$ cat config.mk
export PLATFORM = sky130hd
export DESIGN_NAME = lane_a2_config_regs
export DESIGN_NICKNAME = d
export VERILOG_FILES = /design/src/hw/lane_a2_config_regs.v /design/src/hw/sync2.v
export VERILOG_INCLUDE_DIRS = /design/src /design/src/include
export SDC_FILE = /design/constraint.sdc
export NUM_CORES = 1
export LEC_CHECK = 0
export ABC_AREA = 0
export BUFFER_PORTS_ARGS = -buffer_cell sky130_fd_sc_hd__buf_2
export CAP_MARGIN = 20
export CORE_MARGIN = 3
export CORE_UTILIZATION = 50
export DETAILED_ROUTE_END_ITERATION = 16
export GPL_TIMING_DRIVEN = 0
export PLACE_DENSITY = 0.72
export RECOVER_POWER = 50
export SLEW_MARGIN = 40
export SYNTH_ARGS = -nofsm -noshare
export SYNTH_HDL_FRONTEND = slang
export SYNTH_SLANG_ARGS = --single-unit
export TNS_END_PERCENT = 30
$ cat constraint.sdc
create_clock -name core_clk -period 1.6 [get_ports core_clk]
set_input_delay 0.32 -clock core_clk [delete_from_list [all_inputs] [get_ports core_clk]]
set_output_delay 0.32 -clock core_clk [all_outputs]
set_load 0.02 [all_outputs]
$ cat src/include/lane_a2_map.vh
/*
  Register offsets, field positions, reset values and timing counts for the
  lane A2 configuration slice. Assumes an 8-bit register address space.
*/
`ifndef LANE_A2_MAP_VH
`define LANE_A2_MAP_VH

// Register offsets
`define ADDR_OUTPUT_SWING     8'h3b
`define ADDR_DEEMPH_DETECT    8'h3c
`define ADDR_DETECT_THRESHOLD 8'h3d
`define ADDR_RESERVED_3E      8'h3e
`define ADDR_RESERVED_3F      8'h3f

// Reset values
`define RST_OUTPUT_SWING      8'had
`define RST_DEEMPH_DETECT     8'h02
`define RST_DETECT_THRESHOLD  8'h00
`define RST_RESERVED          8'h00

// Field positions
`define BIT_SHORT_PROTECT     7
`define BIT_RX_DETECT_STATUS  7
`define BIT_GLOBAL_SD_OVR     6
`define BIT_GLOBAL_RECEIVER_DETECT_OVR  3

// Swing register keeps bits 7:0 writable; de-emphasis keeps 6:0 writable
`define MASK_DEEMPH_WRITABLE  8'h7f

// Read data appears this many cycles after the read strobe
`define READ_LATENCY_CYCLES   1

`endif

$ cat src/hw/lane_a2_config_regs.v
/*
  Configuration and status register slice for lane A2 of the repeater,
  reached through the SMBus slave's internal register port.
  Assumes the SMBus slave decodes bus frames into single-cycle read and write
  strobes on core_clk, and that the analog lane logic consumes the outputs.
*/
// Operation
// - Swing register bit 7 enables short-circuit protection when one.
// - Swing bits 2:0 pick output/input ratio; reset code 101.
// - De-emphasis bit 7 is read-only receiver-detect status: one means terminated.
// - De-emphasis bits 2:0 pick 0 to -12 dB; reset code 010.
// - Threshold bits 3:2 set signal-detect assert level; reset 00.
// - Threshold bits 1:0 set signal-detect de-assert level; reset 00.
// - Threshold fields apply only when global bit 6 is set, else pin.
// - Lane receiver-detect setting overrides pin only when global bit 3 set.
`timescale 1ns/1ps
`default_nettype none
`include "lane_a2_map.vh"
module lane_a2_config_regs (
  // Clock, reset, enable
  input  wire       core_clk,
  input  wire       rst,
  input  wire       clk_en,
  // Register port from the SMBus slave
  input  wire       slave_mode,
  input  wire [7:0] reg_addr,
  input  wire       reg_wr,
  input  wire [7:0] reg_wdata,
  input  wire       reg_rd,
  output reg  [7:0] reg_rdata,
  output reg        reg_rvalid,
  // Global control bits from register 0x08
  input  wire       global_sd_ovr,
  input  wire       global_receiver_detect_ovr,
  // Pin and analog inputs
  input  wire [3:0] sd_threshold_pin,
  input  wire [1:0] receiver_detect_pin,
  input  wire [1:0] receiver_detect_lane_setting,
  input  wire       receiver_detect_raw,
  // Analog lane controls
  output reg        short_protect_en,
  output reg  [2:0] output_swing,
  output reg  [2:0] output_deemphasis,
  output reg  [1:0] sd_assert_level,
  output reg  [1:0] sd_deassert_level,
  output reg  [1:0] receiver_detect_mode
);
  // Stored register images
  reg  [7:0] swing_q;
  reg  [7:0] deemph_q;
  reg  [7:0] thresh_q;
  reg  [7:0] rsvd_3e_q;
  reg  [7:0] rsvd_3f_q;

  // Synchronised pin and status views
  wire [5:0] pin_raw;
  wire [5:0] pin_sync;
  wire [3:0] sd_pin_q;
  wire [1:0] receiver_detect_pin_q;
  wire       rx_detect_sync;

  // Access qualifiers and per-register write enables
  wire       access_ok;
  wire       wr_ok;
  wire       rd_ok;
  wire       wr_swing;
  wire       wr_deemph;
  wire       wr_thresh;
  wire       wr_rsvd_3e;
  wire       wr_rsvd_3f;
  reg  [7:0] rdata_d;
  genvar     gi;

  // Termination status comes from analog timing, so resynchronise it
  sync2 u_receiver_detect_sync (
    .core_clk (core_clk),
    .rst      (rst),
    .clk_en   (clk_en),
    .async_in (receiver_detect_raw),
    .sync_out (rx_detect_sync)
  );

  // Pins are asynchronous straps; one two-flop stage per pin bit
  assign pin_raw = {receiver_detect_pin, sd_threshold_pin};

  generate
    for (gi = 0; gi < 6; gi = gi + 1) begin : g_pin_sync
      sync2 u_pin_sync (
        .core_clk (core_clk),
        .rst      (rst),
        .clk_en   (clk_en),
        .async_in (pin_raw[gi]),
        .sync_out (pin_sync[gi])
      );
    end
  endgenerate

  // Low nibble is the threshold strap, top pair the rx-detect strap
  assign sd_pin_q    = pin_sync[3:0];
  assign receiver_detect_pin_q = pin_sync[5:4];

  // Strobes outside slave mode are dropped, not queued
  assign access_ok = clk_en & slave_mode;
  assign wr_ok     = access_ok & reg_wr;
  assign rd_ok     = access_ok & reg_rd;

  // Address decode kept apart from storage so the mux below stays flat
  assign wr_swing   = wr_ok & (reg_addr == `ADDR_OUTPUT_SWING);
  assign wr_deemph  = wr_ok & (reg_addr == `ADDR_DEEMPH_DETECT);
  assign wr_thresh  = wr_ok & (reg_addr == `ADDR_DETECT_THRESHOLD);
  assign wr_rsvd_3e = wr_ok & (reg_addr == `ADDR_RESERVED_3E);
  assign wr_rsvd_3f = wr_ok & (reg_addr == `ADDR_RESERVED_3F);

  // Reserved bits are stored as written; software keeps the pattern
  always @(posedge core_clk) begin
    if (rst) begin
      swing_q <= `RST_OUTPUT_SWING;
    end else if (wr_swing) begin
      swing_q <= reg_wdata;
    end
  end

  // Bit 7 is status only; its storage flop is held at zero
  always @(posedge core_clk) begin
    if (rst) begin
      deemph_q <= `RST_DEEMPH_DETECT;
    end else if (wr_deemph) begin
      deemph_q <= reg_wdata & `MASK_DEEMPH_WRITABLE;
    end
  end

  always @(posedge core_clk) begin
    if (rst) begin
      thresh_q <= `RST_DETECT_THRESHOLD;
    end else if (wr_thresh) begin
      thresh_q <= reg_wdata;
    end
  end

  // Reserved registers read back what was written, as plain storage
  always @(posedge core_clk) begin
    if (rst) begin
      rsvd_3e_q <= `RST_RESERVED;
      rsvd_3f_q <= `RST_RESERVED;
    end else begin
      if (wr_rsvd_3e) begin
        rsvd_3e_q <= reg_wdata;
      end
      if (wr_rsvd_3f) begin
        rsvd_3f_q <= reg_wdata;
      end
    end
  end

  // Read mux; unmapped offsets read zero so other slices can OR their data in
  always @* begin
    case (reg_addr)
      `ADDR_OUTPUT_SWING:     rdata_d = swing_q;
      `ADDR_DEEMPH_DETECT:    rdata_d = {rx_detect_sync, deemph_q[6:0]};
      `ADDR_DETECT_THRESHOLD: rdata_d = thresh_q;
      `ADDR_RESERVED_3E:      rdata_d = rsvd_3e_q;
      `ADDR_RESERVED_3F:      rdata_d = rsvd_3f_q;
      default:                rdata_d = 8'h00;
    endcase
  end

  always @(posedge core_clk) begin
    if (rst) begin
      reg_rdata  <= 8'h00;
      reg_rvalid <= 1'b0;
    end else if (clk_en) begin
      // Idle data is zero so the slave can OR slices together
      reg_rvalid <= rd_ok;
      reg_rdata  <= rd_ok ? rdata_d : 8'h00;
    end
  end

  // Analog controls, registered so every output comes from a flop
  always @(posedge core_clk) begin
    if (rst) begin
      short_protect_en     <= 1'b1;
      output_swing         <= 3'h5;
      output_deemphasis    <= 3'h2;
      sd_assert_level      <= 2'h0;
      sd_deassert_level    <= 2'h0;
      receiver_detect_mode <= 2'h0;
    end else if (clk_en) begin
      short_protect_en  <= swing_q[`BIT_SHORT_PROTECT];
      output_swing      <= swing_q[2:0];
      output_deemphasis <= deemph_q[2:0];
      // Global select is on this clock already; no sync needed
      if (global_sd_ovr) begin
        sd_assert_level   <= thresh_q[3:2];
        sd_deassert_level <= thresh_q[1:0];
      end else begin
        sd_assert_level   <= sd_pin_q[3:2];
        sd_deassert_level <= sd_pin_q[1:0];
      end
      // Lane setting only wins while the global override is set
      if (global_receiver_detect_ovr) begin
        receiver_detect_mode <= receiver_detect_lane_setting;
      end else begin
        receiver_detect_mode <= receiver_detect_pin_q;
      end
    end
  end
endmodule
`default_nettype wire

$ cat src/hw/sync2.v
/*
  Two-flop synchroniser for one level input.
  Assumes the input is asynchronous to core_clk; the first stage feeds only the second.
*/
`timescale 1ns/1ps
`default_nettype none
module sync2 (
  // Clock and control
  input  wire core_clk,
  input  wire rst,
  input  wire clk_en,
  // Data
  input  wire async_in,
  output reg  sync_out
);
  reg meta_q;

  always @(posedge core_clk) begin
    if (rst) begin
      meta_q   <= 1'b0;
      sync_out <= 1'b0;
    end else if (clk_en) begin
      meta_q   <= async_in;
      sync_out <= meta_q;
    end
  end
endmodule
`default_nettype wire

# Word level (Yosys, flattened, before mapping)
# Index checks and enable logic that the tools add are counted.
# W data, S select, Z words.
dict set report totals {
  reg_bits 75
  latchBits 0
  ram_bits 0
  rom_bits 0
  input_bits 33
  out_inout_bits 22
  word_cells 45
  memories 0
}
dict set report op_classes {
  addsub 0
  mul 0
  div_mod_pow 0
  magnitude_cmp 0
  eq_ne 5
  n_shift 0
  muxes 5
  bitwise_logic 8
  n_reduce_logical 0
}
# cell count
set op_table {}
lappend op_table {{$eq A8 B6 Y1 const B} 5}
lappend op_table {{$pmux W8 S5} 1}
lappend op_table {{$and A1 B1 Y1} 8}
lappend op_table {{$mux W8} 1}
lappend op_table {{$mux W2} 3}

# Logic depth before layout (Yosys ltp)
dict set report depth {
  depth_word 3
  mapped_depth 5
  mapped_depth_nobuf 3
}

# Hierarchy
# A second synthesis with hierarchy kept.
dict set report unflattened {
  cells_unflattened 298
  hier_area_um2 3195.6
}
# mod n_inst cells_per_inst area_per_inst_um2 seq_area_each_um2
set modules_own_cells {}
lappend modules_own_cells {lane_a2_config_regs 1 256 2722.6 1221.2}
lappend modules_own_cells {sync2 7 6 67.6 40.0}

# Least setup slack after synthesis
# OpenSTA, ideal clock, no wires.
dict set report synth_timing {
  path_type {input -> register}
  start {input port rst}
  end {register reg_rdata[6]}
  setup_ns 0.060
  arrival_time_ns 1.284
  t_required_ns 1.540
  slack_ns 0.257
  stages 4
  cell_sequence {buf_6 -> or3b_4 -> nor4_4 -> o32a_1}
}
# element line_no
set synth_rtl {}
lappend synth_rtl {{from (decl)} lane_a2_config_regs.v:22} ;# input wire rst,
lappend synth_rtl {{to (signal assigned)} lane_a2_config_regs.v:174} ;# reg_rdata <= rd_ok ? rdata_d : 8'h00;
lappend synth_rtl {{to (decl)} lane_a2_config_regs.v:30} ;# output reg [7:0] reg_rdata,

==> flow_summary_export.csv <==
group,metric,value,unit
synth,syn_inst,316,
synth,ys_seq_area_frac,0.4540,
clocking,cts_buffers,9,
synth,postSynthAreaPerCell,10.46,sq um
synth,synthArstFlopShare,0,
synth,synthFlopType,"dfxtp_1",
pwr,power.density,969.8,nW/um^2
synth,synth_cell_types,28,
run,maxCapViolCount,0,
floorplan,die_x,87.33,um
routing,drcViolationCount,0,
placed_design,hpwl,5522,um
cells_and_area,final_cell_count_no_fill,462,
routing,avgViaCountPerCell,5.532,
sta,fmax,654.1,MHz
sta,worstMarginPinSlew,0.6437,ns
floorplan,dieHeight,87.33,um
clocking,root_buffer,"clkbuf_8",
cells_and_area,fin_nets,413,
sta,max_slew_margin,0.5677,
floorplan,core,6386,sq um
routing,wl,8072,um
sta,timing.final.max_slew_violations,0,
critical_path,critical_path_class,"input port to flop",
sta,fin_worst_skew,0.01358,ns
placed_design,io_buffer_count,53,
clocking,cts.sinks,75,
clocking,htree_levels,3,
cells_and_area,fillCellCount,579,
synth,synth_edf_count,0,
synth,syn_area,3307,sq um
routing,drt_pass1_iterations,4,
placed_design,gp_congestion,0.7860,
routing,ant_nets,0,
synth,yosys_warnings,0,
cells_and_area,final_cell_mix,"dfxtp_1 (75), mux2i_1 (70), nand2b_1 (42)",
cells_and_area,diodes,0,
critical_path,worstSetupStartpoint,"rst",
floorplan,row_count,29,
sta,setup_viol,0,
global_routing,grt_pass1_vias,2522,
critical_path,reg2reg_depth,2,
pwr,ir_drop,661.4,uV
clocking,clk_path_buf_depth,2,
critical_path,endpoint,"swing_q[2]",
cells_and_area,syn_to_final_growth,16.27,%
routing,vias,2556,
pwr,leakage,1.781,nW
placed_design,place_inst,446,
global_routing,grt_max_degree,15,
critical_path,crit_required,1.86,ns
critical_path,worst_ep_arrival_time,1.79,ns
routing,dr.first_iter.drc_count,110,
cells_and_area,drive_above_1_share,0.1688,
critical_path,startpoint_type,"input port",
sta,finalHoldViolCount,0,
sta,period_share,0.9555,
clocking,insertion_delay,0.35,ns
routing,post_drt_wl_per_cell,17.47,um
critical_path,end_kind,"flop",
floorplan,start_util,0.5178,
floorplan,io_pins,55,
critical_path,r2r-start,"thresh_q[1]",
global_routing,grt_pass1_wl,12880,um
clocking,clk_pin_slew_worst_paths,0.09,ns
global_routing,grt_use_total,0.2222,
synth,synth-seq-cells,75,
status,outcome,"complete, no violations",
critical_path,crit_fanout,10,
sta,finalCriticalPeriod,1.529,ns
sta,tns,0,ns
worst_hold_path,min_path_type,"input port to flop",
clocking,cts_tree,"yes",
global_routing,antenna_found_initial,0,
cells_and_area,register_area,1501,sq um
global_routing,grt_overflow_total,0,
sta,grt_setup_unrepaired,"false",
critical_path,reg2reg_slack,0.58,ns
floorplan,die_area,7626,sq um
cells_and_area,multi_input_area,1698,sq um
cells_and_area,layout_commonest_cell,"dfxtp_1",
synth,synth_fp_nets,349,
critical_path,regToRegEndpoint,"reg_rdata[1]",
-- how the worst min path moves through the flow --
stage | from | end | slack, ns | depth (start not counted)
global placement | rsvd_3e_q[7] | rsvd_3e_q[7] | 0.46 | 2
floorplan | rsvd_3e_q[7] | rsvd_3e_q[7] | 0.45 | 2
global route | receiver_detect_pin[1] | g_pin_sync[5].u_pin_sync.meta_q | 0.23 | 3
CTS | sd_threshold_pin[3] | g_pin_sync[3].u_pin_sync.meta_q | 0.20 | 3
finish | sd_threshold_pin[2] | g_pin_sync[2].u_pin_sync.meta_q | 0.20 | 3
detailed placement | reg_rvalid | reg_rvalid | 0.46 | 2
-- final cells by class --
cell class / count / share of cell area
clock buffers: 10 / 0.03580
repair buffers: 53 / 0.06281
plain buffers: 20 / 0.02603
clock inverters: 6 / 0.01822
well taps: 77 / 0.02506
multi-input cells: 221 / 0.4416
flip-flops and latches: 75 / 0.3905
-- sequential cells by signal, indices dropped and copies added (netlist names) --
name,count
sd_deassert_level,2
rsvd_3f_q,8
reg_rdata,8
reg_rvalid,1
deemph_q,7
short_protect_en,1
sd_assert_level,2
thresh_q,8
output_deemphasis,3
g_pin_sync.u_pin_sync.meta_q,6
receiver_detect_mode,2
swing_q,8
u_receiver_detect_sync.sync_out,1
rsvd_3e_q,8
g_pin_sync.u_pin_sync.sync_out,6
output_swing,3
u_receiver_detect_sync.meta_q,1
-- layer usage --
layer	part of all wire	up-vias	track usage
li1	-	1261	-
met1	0.46	1231	0.2820
met4	0.014	0	0.07810
met2	0.48	55	0.3760
met3	0.046	9	0.04068
met5	0	-	0
-- kinds of logic after synthesis --
logic type             count (synthesis)  synth area share
and+or+nand+nor                      115            0.2096
DFF                                   75            0.4540
muxes                                 70            0.2119
AOI/OAI and AO/OA                     36           0.09383
buffers and inverters                 20           0.03065
-- metrics by stage --
step	total power, W	hold WS (ns)	utilization	instance area [sq um]	worst slack (ns)
detailed placement	0.002265	0.4638	0.5745	3669	-0.2229
CTS	0.003746	0.2007	0.6070	3876	0.1286
finish	0.003729	0.1996	0.6021	3845	0.07124
global route	0.003859	0.2273	0.6021	3845	0.01997
floorplan	0.002144	0.4521	-	3307	0.2568
global placement	0.002258	0.4595	0.5745	3669	-0.1941
-- timing repair --
| action | CTS | global route |
|---|---|---|
| hold buffers | 0 | 0 |
| setup endpoints to repair | 0 | 1 |
| resized for setup | 0 | 1 |
| setup buffers | 0 | 0 |
-- cell usage after synthesis, types with 6 or more instances --
library cell,number,area share
and2_1,8,0.015
nor2_1,36,0.041
dfxtp_1,75,0.45
mux2i_1,70,0.21
clkbuf_1,9,0.010
nand2b_1,42,0.079
buf_2,6,0.0091
o32a_1,8,0.024
nor3_1,8,0.012
a211oi_1,6,0.014
a22o_1,16,0.042
-- worst max-delay path, stage by stage --
cell and delay (ns):
buf_2 0.10, buf_6 0.13, clkbuf_1 0.42, clkbuf_1 0.56
nor2_1 0.09, mux2i_1 0.15
-- power by group --
group / switching, W / internal [W] / leakage (nW)
Sequential: 0.0000167 / 0.00190 / 0.608
Combinational: 0.000184 / 0.000124 / 1.08
Clock: 0.000735 / 0.000773 / 0.0955
(Power assumes the default switching activity.)
